==> config.mk <==
export PLATFORM = sky130hd
export DESIGN_NAME = csf_fanout
export DESIGN_NICKNAME = d
export VERILOG_FILES = /design/src/shared/csf_pkg.sv /design/src/core/csf_fanout.sv
export SDC_FILE = /design/constraint.sdc
export NUM_CORES = 1
export LEC_CHECK = 0
export BUFFER_PORTS_ARGS = -buffer_cell sky130_fd_sc_hd__buf_4
export CAP_MARGIN = 20
export CORE_AREA = 8 8 50 52
export CTS_CLUSTER_DIAMETER = 30
export DETAILED_ROUTE_END_ITERATION = 8
export DIE_AREA = 0 0 58 60
export GPL_TIMING_DRIVEN = 0
export SLEW_MARGIN = 25
export SYNTH_ARGS = -nofsm -noshare
export SYNTH_HDL_FRONTEND = slang
export SYNTH_SLANG_ARGS = --single-unit
==> constraint.sdc <==
create_clock -name clk -period 1.6 [get_ports clk]
set_clock_uncertainty 0.05 [all_clocks]
set_input_delay 0.4 -clock clk [delete_from_list [all_inputs] [get_ports clk]]
set_output_delay 0.4 -clock clk [all_outputs]
set_load 0.01 [all_outputs]
==> src/shared/csf_pkg.sv <==
package csf_pkg;

  // Positions of the sampled pins in the sampler vectors
  localparam int PIN_CLK  = 0;
  localparam int PIN_XTAL = 1;
  localparam int PIN_SEL  = 2;
  localparam int PIN_EN   = 3;
  localparam int PIN_N    = 4;

  // Undriven-pin levels: enable high, select crystal, clock low
  localparam logic [PIN_N-1:0] PIN_DEFAULT = 4'hc;
  localparam logic             GATE_RESET  = 1'h1;

  typedef enum logic [1:0] {
    CSF_IDLE      = 2'b00,
    CSF_WAIT_RISE = 2'b01,
    CSF_WAIT_FALL = 2'b10
  } csf_gate_st_t;

  // Pin samplers: three stages and the agreed level
  typedef struct packed {
    logic [PIN_N-1:0] s1;
    logic [PIN_N-1:0] s2;
    logic [PIN_N-1:0] s3;
    logic [PIN_N-1:0] filt;
  } csf_sync_t;

  // Output levels
  typedef struct packed {
    logic       diff_true;
    logic       diff_comp;
    logic [2:0] se;
    logic       xtal_drive;
  } csf_outs_t;

  typedef struct packed {
    csf_sync_t    sync;
    logic         src;
    csf_gate_st_t gst;
    logic         gate;
    csf_outs_t    outs;
  } csf_state_t;

  localparam csf_outs_t OUTS_RESET = '{diff_true: 1'h0, diff_comp: 1'h1, se: 3'h0, xtal_drive: 1'h1};

endpackage

==> src/core/csf_fanout.sv <==
// Notes on behaviour
// - Select high picks crystal, low picks clock
// - Enabled outputs follow the selected source
// - Disabled: true outputs low, complement high
// - New enable applies after rise then fall
// - Enable synchronised; asynchronous changes, no runts
// - Selected source high while enabled: true high, complement low
// - Undriven pins: enable high, crystal, clock low
// - One source fanned to four outputs
`timescale 1ns/1ns
`default_nettype none
module csf_fanout
  import csf_pkg::*;
(
  // Clock and reset
  input  wire logic       clk,
  input  wire logic       rstn,
  // Source and control pins
  input  wire logic       clock_in,
  input  wire logic       crystal_in,
  input  wire logic       source_sel,
  input  wire logic       out_enable,
  // Crystal drive
  output logic            crystal_out,
  // Clock outputs
  output logic            diff_out_true,
  output logic            diff_out_comp,
  output logic [2:0]      se_out
);

  csf_state_t st_ff;
  csf_state_t nxt_st;

  logic [PIN_N-1:0] pins;
  logic [PIN_N-1:0] agree;
  logic             en_now;

  assign pins = {out_enable, source_sel, crystal_in, clock_in};

  always_comb begin
    nxt_st = st_ff;
    agree  = ~(st_ff.sync.s2 ^ st_ff.sync.s3);
    nxt_st.sync.s1 = pins;
    nxt_st.sync.s2 = st_ff.sync.s1;
    nxt_st.sync.s3 = st_ff.sync.s2;
    nxt_st.sync.filt = (agree & st_ff.sync.s3) | (~agree & st_ff.sync.filt);
    en_now = st_ff.sync.filt[PIN_EN];
    // Source choice
    nxt_st.src = st_ff.sync.filt[PIN_SEL] ? st_ff.sync.filt[PIN_XTAL] : st_ff.sync.filt[PIN_CLK];
    // Enable takes effect after a rising then a falling source edge
    case (st_ff.gst)
      CSF_IDLE: begin
        if (en_now != st_ff.gate) begin
          nxt_st.gst = CSF_WAIT_RISE;
        end
      end
      CSF_WAIT_RISE: begin
        if (!st_ff.src && nxt_st.src) begin
          nxt_st.gst = CSF_WAIT_FALL;
        end
      end
      CSF_WAIT_FALL: begin
        if (st_ff.src && !nxt_st.src) begin
          nxt_st.gate = en_now;
          nxt_st.gst  = CSF_IDLE;
        end
      end
      default: begin
        nxt_st.gst = CSF_IDLE;
      end
    endcase
    nxt_st.outs.diff_true  = nxt_st.gate & nxt_st.src;
    nxt_st.outs.diff_comp  = ~(nxt_st.gate & nxt_st.src);
    nxt_st.outs.se         = {3{nxt_st.gate & nxt_st.src}};
    nxt_st.outs.xtal_drive = ~st_ff.sync.filt[PIN_XTAL];
  end

  always_ff @(posedge clk or negedge rstn) begin
    if (!rstn) begin
      st_ff.sync.s1   <= PIN_DEFAULT;
      st_ff.sync.s2   <= PIN_DEFAULT;
      st_ff.sync.s3   <= PIN_DEFAULT;
      st_ff.sync.filt <= PIN_DEFAULT;
      st_ff.src       <= 1'h0;
      st_ff.gst       <= CSF_IDLE;
      st_ff.gate      <= GATE_RESET;
      st_ff.outs      <= OUTS_RESET;
    end else begin
      st_ff <= nxt_st;
    end
  end

  assign crystal_out   = st_ff.outs.xtal_drive;
  assign diff_out_true = st_ff.outs.diff_true;
  assign diff_out_comp = st_ff.outs.diff_comp;
  assign se_out        = st_ff.outs.se;

  // Checks
  src_route_a: assert property (@(posedge clk) disable iff (!rstn)
    ##1 st_ff.src == ($past(st_ff.sync.filt[PIN_SEL]) ? $past(st_ff.sync.filt[PIN_XTAL])
                                                      : $past(st_ff.sync.filt[PIN_CLK])))
    else $error("Source does not match select");
  out_follow_a: assert property (@(posedge clk) disable iff (!rstn)
    st_ff.gate |-> diff_out_true == st_ff.src)
    else $error("Enabled output does not follow source");
  dis_levels_a: assert property (@(posedge clk) disable iff (!rstn)
    !st_ff.gate |-> !diff_out_true && diff_out_comp && se_out == 3'h0)
    else $error("Disabled output levels wrong");
  gate_order_a: assert property (@(posedge clk) disable iff (!rstn)
    $changed(st_ff.gate) |-> $past(st_ff.gst) == CSF_WAIT_FALL && $past(st_ff.src))
    else $error("Gate changed without rise and fall");
  gate_sync_a: assert property (@(posedge clk) disable iff (!rstn)
    $changed(st_ff.gate) |-> st_ff.gate == $past(st_ff.sync.filt[PIN_EN]))
    else $error("Gate took a level other than the filtered enable");
  pair_comp_a: assert property (@(posedge clk) disable iff (!rstn)
    diff_out_comp == !diff_out_true)
    else $error("Complement not opposite of true output");
  fan_same_a: assert property (@(posedge clk) disable iff (!rstn)
    se_out == {3{diff_out_true}})
    else $error("Fanout outputs disagree");
  gate_low_a: assert property (@(posedge clk) disable iff (!rstn)
    $changed(st_ff.gate) |-> !st_ff.src && !diff_out_true && $past(st_ff.src))
    else $error("Gate changed while source high");

  sync_first_a: assert property (
    @(posedge clk) disable iff (!rstn)
    1'b1 |=> st_ff.sync.s1 == $past(pins))
    else $error("First sampler stage lost a pin");

  sync_second_a: assert property (
    @(posedge clk) disable iff (!rstn)
    1'b1 |=> st_ff.sync.s2 == $past(st_ff.sync.s1))
    else $error("Second sampler stage lost a pin");

  sync_third_a: assert property (
    @(posedge clk) disable iff (!rstn)
    1'b1 |=> st_ff.sync.s3 == $past(st_ff.sync.s2))
    else $error("Third sampler stage lost a pin");

  en_keep_a: assert property (
    @(posedge clk) disable iff (!rstn)
    (st_ff.sync.s2[PIN_EN] != st_ff.sync.s3[PIN_EN]) |=> $stable(st_ff.sync.filt[PIN_EN]))
    else $error("Enable filter moved without agreement");

  en_take_a: assert property (
    @(posedge clk) disable iff (!rstn)
    (st_ff.sync.s2[PIN_EN] == st_ff.sync.s3[PIN_EN]) |=> st_ff.sync.filt[PIN_EN] == $past(st_ff.sync.s3[PIN_EN]))
    else $error("Enable filter missed an agreed level");

  sel_keep_a: assert property (
    @(posedge clk) disable iff (!rstn)
    (st_ff.sync.s2[PIN_SEL] != st_ff.sync.s3[PIN_SEL]) |=> $stable(st_ff.sync.filt[PIN_SEL]))
    else $error("Select filter moved without agreement");

  sel_take_a: assert property (
    @(posedge clk) disable iff (!rstn)
    (st_ff.sync.s2[PIN_SEL] == st_ff.sync.s3[PIN_SEL]) |=> st_ff.sync.filt[PIN_SEL] == $past(st_ff.sync.s3[PIN_SEL]))
    else $error("Select filter missed an agreed level");

  clk_route_a: assert property (
    @(posedge clk) disable iff (!rstn)
    !st_ff.sync.filt[PIN_SEL] |=> st_ff.src == $past(st_ff.sync.filt[PIN_CLK]))
    else $error("Clock pin not routed when select low");

  xtal_route_a: assert property (
    @(posedge clk) disable iff (!rstn)
    st_ff.sync.filt[PIN_SEL] |=> st_ff.src == $past(st_ff.sync.filt[PIN_XTAL]))
    else $error("Crystal not routed when select high");

  xtal_drive_a: assert property (
    @(posedge clk) disable iff (!rstn)
    1'b1 |=> crystal_out == !$past(st_ff.sync.filt[PIN_XTAL]))
    else $error("Crystal drive not inverse of crystal input");

  idle_hold_a: assert property (
    @(posedge clk) disable iff (!rstn)
    (st_ff.gst == CSF_IDLE && st_ff.sync.filt[PIN_EN] == st_ff.gate) |=> st_ff.gst == CSF_IDLE)
    else $error("Gate sequence started without enable change");

  idle_leave_a: assert property (
    @(posedge clk) disable iff (!rstn)
    (st_ff.gst == CSF_IDLE && st_ff.sync.filt[PIN_EN] != st_ff.gate) |=> st_ff.gst == CSF_WAIT_RISE)
    else $error("Enable change did not start the sequence");

  rise_wait_a: assert property (
    @(posedge clk) disable iff (!rstn)
    (st_ff.gst == CSF_WAIT_RISE) |=> st_ff.gst inside {CSF_WAIT_RISE, CSF_WAIT_FALL})
    else $error("Rise wait left without a rise");

  rise_seen_a: assert property (
    @(posedge clk) disable iff (!rstn)
    (st_ff.gst == CSF_WAIT_RISE && !st_ff.src) ##1 st_ff.src |-> st_ff.gst == CSF_WAIT_FALL)
    else $error("Source rise not taken");

  fall_seen_a: assert property (
    @(posedge clk) disable iff (!rstn)
    (st_ff.gst == CSF_WAIT_FALL && st_ff.src) ##1 !st_ff.src |-> st_ff.gst == CSF_IDLE)
    else $error("Source fall did not end the sequence");

  gate_hold_a: assert property (
    @(posedge clk) disable iff (!rstn)
    (st_ff.gst != CSF_WAIT_FALL) |=> $stable(st_ff.gate))
    else $error("Gate moved outside the fall wait");

  gst_legal_a: assert property (
    @(posedge clk) disable iff (!rstn)
    st_ff.gst inside {CSF_IDLE, CSF_WAIT_RISE, CSF_WAIT_FALL})
    else $error("Gate sequence in an unused state");

  gate_on_low_a: assert property (
    @(posedge clk) disable iff (!rstn)
    $rose(st_ff.gate) |-> !st_ff.src && !diff_out_true)
    else $error("Gate opened while source high");

  comp_high_a: assert property (
    @(posedge clk) disable iff (!rstn)
    diff_out_true |-> !diff_out_comp && se_out == 3'h7)
    else $error("High source levels wrong");

endmodule // csf_fanout
`default_nettype wire

==> results of run 1 <==
## cell usage in the layout, fill, tap and decap left out, drive strengths merged
cell         Yosys  layout
clkbuf           0       4
dfstp           11      11
buf              3      14
nor4             1       1
o31a             1       1
nand4            1       1
nand2            2       2
mux2i            1       1
mux2             1       1
dfrtp           12      12
inv              4       4
xnor2            1       1
maj3             4       4
a31o             1       1
a21oi            1       1
dlygate4sd3      0       1
## per-stage QoR
| step | std cells | cell area [um^2] | power, W | hold slack [ns] |
|---|---|---|---|---|
| after detailed placement | 73 | 849.6 | 0.0009956 | 0.2536 |
| after global routing | 78 | 885.9 | 0.001316 | 0.1124 |
| after floorplan | 44 | 744.5 | 0.0008898 | 0.05441 |
| final | 78 | 885.9 | 0.001230 | 0.1479 |
| after CTS | 78 | 885.9 | 0.001254 | 0.1329 |
| after global placement | 73 | 849.6 | 0.0009852 | 0.2503 |
## area by class of cell
cell class	count	area, um^2	share of cell area (%)
repair buffers	12	92.59	10.45
well taps	18	22.52	2.542
clock buffers	4	26.28	2.966
flip-flops and latches	23	589.3	66.53
plain buffers	3	22.52	2.542
inverters	4	15.01	1.695
multi-input cells	14	117.6	13.28
## path summary, 6_finish.rpt
check / start / end / slack (ns)
worst min-delay path: out_enable / nxt_st[21]$_DFF_PN1_ / 0.15
min in group asynchronous: rstn / async pin / 0.47
worst max-delay path: register / register / 0.11
max in group asynchronous: rstn / nxt_st[20]$_DFF_PN1_ / 0.76
worst min register to register: nxt_st[19]$_DFF_PN0_ / nxt_st[15]$_DFF_PN0_ / 0.31
worst max register to register: register / register / 0.11
## cell families (layout without fill, tap and decap cells)
| kind of cell | Yosys count | count (layout) | synth area share (%) |
|---|---|---|---|
| buf+inv | 7 | 23 | 5.041 |
| xor+xnor | 1 | 1 | 1.177 |
| compound gates | 3 | 3 | 3.193 |
| simple gates | 4 | 4 | 2.691 |
| flops | 23 | 23 | 79.16 |
| fa+ha+maj | 4 | 4 | 5.378 |
| mux | 2 | 2 | 3.361 |
## metal layers
metal | vias up | GRT usage (%) | wire (um)
met3 | 0 | 3.441 | 74
met5 | - | 0 | 0
met1 | 175 | 7.069 | 483
met4 | 0 | 4.196 | 0
met2 | 12 | 9.395 | 372
li1 | 174 | - | -
## power by group through the flow
| stage | logic, W | registers, W | clock network [W] |
|---|---|---|---|
| floorplan | 0.000144 | 0.000746 | 0 |
| global route | 0.000277 | 0.000748 | 0.000290 |
| finish | 0.000246 | 0.000734 | 0.000249 |
| global placement | 0.000242 | 0.000743 | 0 |
| detailed placement | 0.000249 | 0.000747 | 0 |
| CTS | 0.000251 | 0.000736 | 0.000267 |
==> results.toml, run 1 <==
[clock_network]
htree_num_levels = 1
numClockSinks = 23
numCtsBuffers = 3
tritoncts = "yes"
cts_buffer_depth = 2
cts.reportedPaths.clkPinSlew_ns = 0.11
cts-resized-gates = 0
root_buffer = "clkbuf_4"
postCtsHoldBufs = 1
clk_latency_ns = 0.29
postCtsSetupRepairBufs = 0

[synthesis]
syn_area_per_cell_um2 = 16.92
syn_nets = 50
yosysMostFrequentCell = "dfrtp_1"
synth_edf_count = 0
synth_top_cells_by_area = "dfrtp_1, dfstp_2, maj3_1"
yosysSeqAreaShare_pct = 79.16
yosysUniqueCellTypes = 14
ys_ff_latch = 23
syn_inst = 44
yosys_most_used_dff = "dfrtp_1"
yosys_warnings = 0
syn_area_um2 = 744.5
synth_top_area_share_pct = 40.34
synth_commonest_cells = "dfrtp_1, dfstp_2, inv_1, maj3_1, buf_4"
yosys.area.top_type = "dfrtp_1"
synthArstFlopShare_pct = 100.0

[finish]
area_growth_syn_to_layout_pct = 18.99
layout.nets = 67
drive_above_1_share_pct = 51.67
final_util_pct = 49.17
nFillCells = 167
n_antenna_cell = 0

[timing]
period_share_pct = 93.20
slew_viol_final = 0
slew_headroom_pct = 78.58
clock.fmax_mhz = 670.6
rsz0062_at_grt = "no"
tightest_slew_ns = 0.3151
hold_violations = 0
setup_viol = 0
timing.setup.tns_ns = 0
final.min_clock_period_ns = 1.491
setup_ws_ns = 0.1088

[setup_path]
required_ns = 1.78
crit_family = "multiplexers"
crit_fanout = 5
reg2regPathDepth = 3
path_depth = 3
start_kind = "register"
crit_arrival_ns = 1.68
slowest_stage = "dfstp_2"
end_kind = "register"
max_stage_delay_ns = 0.57
worst-path-buf-inv = 0
critPathKind = "register to register"
crit_chain = "mux2i_2 > nand4_1 > mux2_1"

[floorplanning]
fp-row-count = 16
io_pins = 12
die-area_mm2 = 0.003480
initial_core_util_pct = 41.32
fp.dieH_um = 60
fp.dieW_um = 58
coreArea_mm2 = 0.001802

[hold_path]
min_path_cells = 1
hold_path.class = "input pin to register"

[placement]
globalplace.congestion = 0.6131
port_buffers = 11
dp_slack_ns = 0.1074

[job]
maxCapViolCount = 0

[run_status]
status = "finished clean"

[routing]
wl_per_cell_um = 11.92
drt-total-wl_um = 930
vias_per_cell = 4.628
drt_iter0_drc = 1
vias = 361
drc_errors = 0
ant_nets = 0
drt_first_pass_iters = 2

[power_and_ir_drop]
power.internal_w = 0.0009265
pwr-share-clk_pct = 20.2
power_density_mw_per_mm2 = 1388
seqPwrFrac_pct = 59.7
combPwrFrac_pct = 20.0
swShare_pct = 24.64
p_leak_nw = 0.4050
vdd_ir_drop_max_v = 0.0006253
power_switching_w = 0.0003030

[global_routing]
grt_pass1_vias = 390
grt_max_degree = 24
grt_overflow = 0
grt_first_pass_wirelength_um = 1676
antenna_found_initial = 0
grt_usage_pct = 6.414
(Power assumes the default switching activity.)
==> inputs of run 2 (changes only) <==
--- a/config.mk
+++ b/config.mk
@@ -7,11 +7,11 @@
 export LEC_CHECK = 0
 export BUFFER_PORTS_ARGS = -buffer_cell sky130_fd_sc_hd__buf_4
 export CAP_MARGIN = 20
-export CORE_AREA = 8 8 50 52
+export CORE_AREA = 8 8 56 58
+export CTS_BUF_LIST = sky130_fd_sc_hd__clkbuf_4 sky130_fd_sc_hd__clkbuf_8 sky130_fd_sc_hd__clkbuf_16
 export CTS_CLUSTER_DIAMETER = 30
 export DETAILED_ROUTE_END_ITERATION = 8
-export DIE_AREA = 0 0 58 60
-export GPL_TIMING_DRIVEN = 0
+export DIE_AREA = 0 0 64 66
 export SLEW_MARGIN = 25
 export SYNTH_ARGS = -nofsm -noshare
 export SYNTH_HDL_FRONTEND = slang
==> run 2 against run 1 <==
Combinational power shrank 10%; power is 1.2% lower; design area down 0.71%; global-route usage is 1.1 points lower; largest cell class unchanged; largest power group unchanged.
==> results.toml, run 2 (synthesized netlist as in run 1, its figures left out) <==
[placement]
place_area_um2 = 842.1
globalplace.congestion = 0.7201
port_buffers = 11
hpwl_um = 675.3

[routing]
drt_iter0_drc = 2
wl_per_cell_um = 10.95
vias = 344
drt_first_pass_iters = 2
drc_errors = 0
drt-total-wl_um = 953
vias_per_cell = 3.954
ant_nets = 0

[clock_network]
postCtsSetupRepairBufs = 0
numClockSinks = 23
root_buffer = "clkbuf_4"
cts_buffer_depth = 2
htree_num_levels = 1
tritoncts = "yes"
clk_latency_ns = 0.31
cts-resized-gates = 0
cts.reportedPaths.clkPinSlew_ns = 0.12
numCtsBuffers = 3

[timing]
period_share_pct = 92.78
timing.setup.tns_ns = 0
rsz0062_at_grt = "no"
whs_ns = 0.1331
slew_headroom_pct = 79.82
tightest_slew_ns = 0.2969
clock.fmax_mhz = 673.7
final.min_clock_period_ns = 1.484
hold_violations = 0
setup_viol = 0
slew_viol_final = 0

[floorplanning]
initial_core_util_pct = 32.09
fp.dieW_um = 64
coreArea_mm2 = 0.002320
fp.dieH_um = 66
io_pins = 12
die-area_mm2 = 0.004224
fp-row-count = 18

[run_status]
status = "finished clean"

[power_and_ir_drop]
power_switching_w = 0.0003162
power.internal_w = 0.0008984
vdd_ir_drop_max_v = 0.0006303
p_leak_nw = 0.3918
combPwrFrac_pct = 18.2
seqPwrFrac_pct = 60.8
pwr-share-clk_pct = 21.0
swShare_pct = 26.03
power_density_mw_per_mm2 = 1381

[global_routing]
grt_first_pass_wirelength_um = 1676
grt_use_met2_pct = 6.399
grt_pass1_vias = 358
grt_max_degree = 24
grt_overflow = 0
grt_use_met1_pct = 6.193
grt_usage_pct = 5.301
use_met3_pct = 3.220
antenna_found_initial = 0
busiest_layer = "met2"

[setup_path]
crit_fanout = 5
crit_arrival_ns = 1.67
end_kind = "register"
start_kind = "register"
critPathKind = "register to register"
required_ns = 1.79

[finish]
final_common_cell = "dfrtp_1"
mostFrequentLayoutCells = "dfrtp_1, dfstp_2, buf_4, inv_1, maj3_1"
layout.nets = 64
n_antenna_cell = 0
area_growth_syn_to_layout_pct = 18.15
drive_above_1_share_pct = 50.88
stdcell_area_um2 = 879.6
nFillCells = 213
final_util_pct = 37.92

[job]
maxCapViolCount = 0

[hold_path]
hold_path.class = "input pin to register"
[run 2: cell types whose count changed in the layout (fill, tap and decap cells not counted)]
cell	before	now
clkbuf_1	1	0
clkinv_2	0	1
buf_4	14	11
[run 2: area by class of cell]
type                    instances  area [um^2]  share of cell area (%)
clock inverters                 1        5.005                  0.5690
multi-input cells              14        117.6                   13.37
flip-flops and latches         23        589.3                   67.00
well taps                      30        37.54                   4.267
repair buffers                 12        92.59                   10.53
clock buffers                   3        22.52                   2.560
inverters                       4        15.01                   1.707
[run 2: what timing repair did]
| item | in CTS | in global routing |
|---|---|---|
| endpoints found under the setup margin | 0 | 0 |
| endpoints found under the hold margin | 12 | 0 |
| hold buffers | 1 | 0 |
[run 2: power by group through the flow]
| stage | logic (W) | clock network [W] | registers (W) |
|---|---|---|---|
| finish | 0.000221 | 0.000255 | 0.000738 |
| global route | 0.000248 | 0.000299 | 0.000749 |
| CTS | 0.000226 | 0.000272 | 0.000739 |
| detailed placement | 0.000224 | 0 | 0.000750 |
| global placement | 0.000215 | 0 | 0.000744 |
| floorplan | 0.000144 | 0 | 0.000746 |
[run 2: worst max-delay path: stages (launching register included)]
cell and delay, ns:
dfstp_2 0.57, mux2i_2 0.32, nand4_1 0.14, mux2_1 0.33
[run 2: final timing paths]
| kind | cells after the start | slack [ns] | from | endpoint |
|---|---|---|---|---|
| max | 3 | 0.12 | register | register |
| min | 1 | 0.13 | source_sel | nxt_st[20]$_DFF_PN1_ |
| max reg2reg | 3 | 0.12 | register | register |
| min reg2reg | 0 | 0.31 | nxt_st[18]$_DFF_PN0_ | nxt_st[14]$_DFF_PN0_ |
| max in group asynchronous | 2 | 0.77 | rstn | async pin |
| min in group asynchronous | 2 | 0.45 | rstn | se_out[0]$_DFF_PN0_ |
[run 2: per-layer routing]
| layer | vias up | routed length, um |
|---|---|---|
| met2 | 15 | 378 |
| met1 | 161 | 459 |
| li1 | 165 | - |
| met4 | 0 | 28 |
| met5 | - | 0 |
| met3 | 3 | 87 |
[run 2: through the flow]
step	total power, W	cells	setup WS (ns)
2_1_floorplan	0.0008898	44	0.2304
3_3_place_gp	0.0009593	82	0.1979
3_5_place_dp	0.0009735	82	0.1547
4_1_cts	0.001237	87	0.1170
5_1_grt	0.001295	87	0.02337
6_report	0.001215	87	0.1156
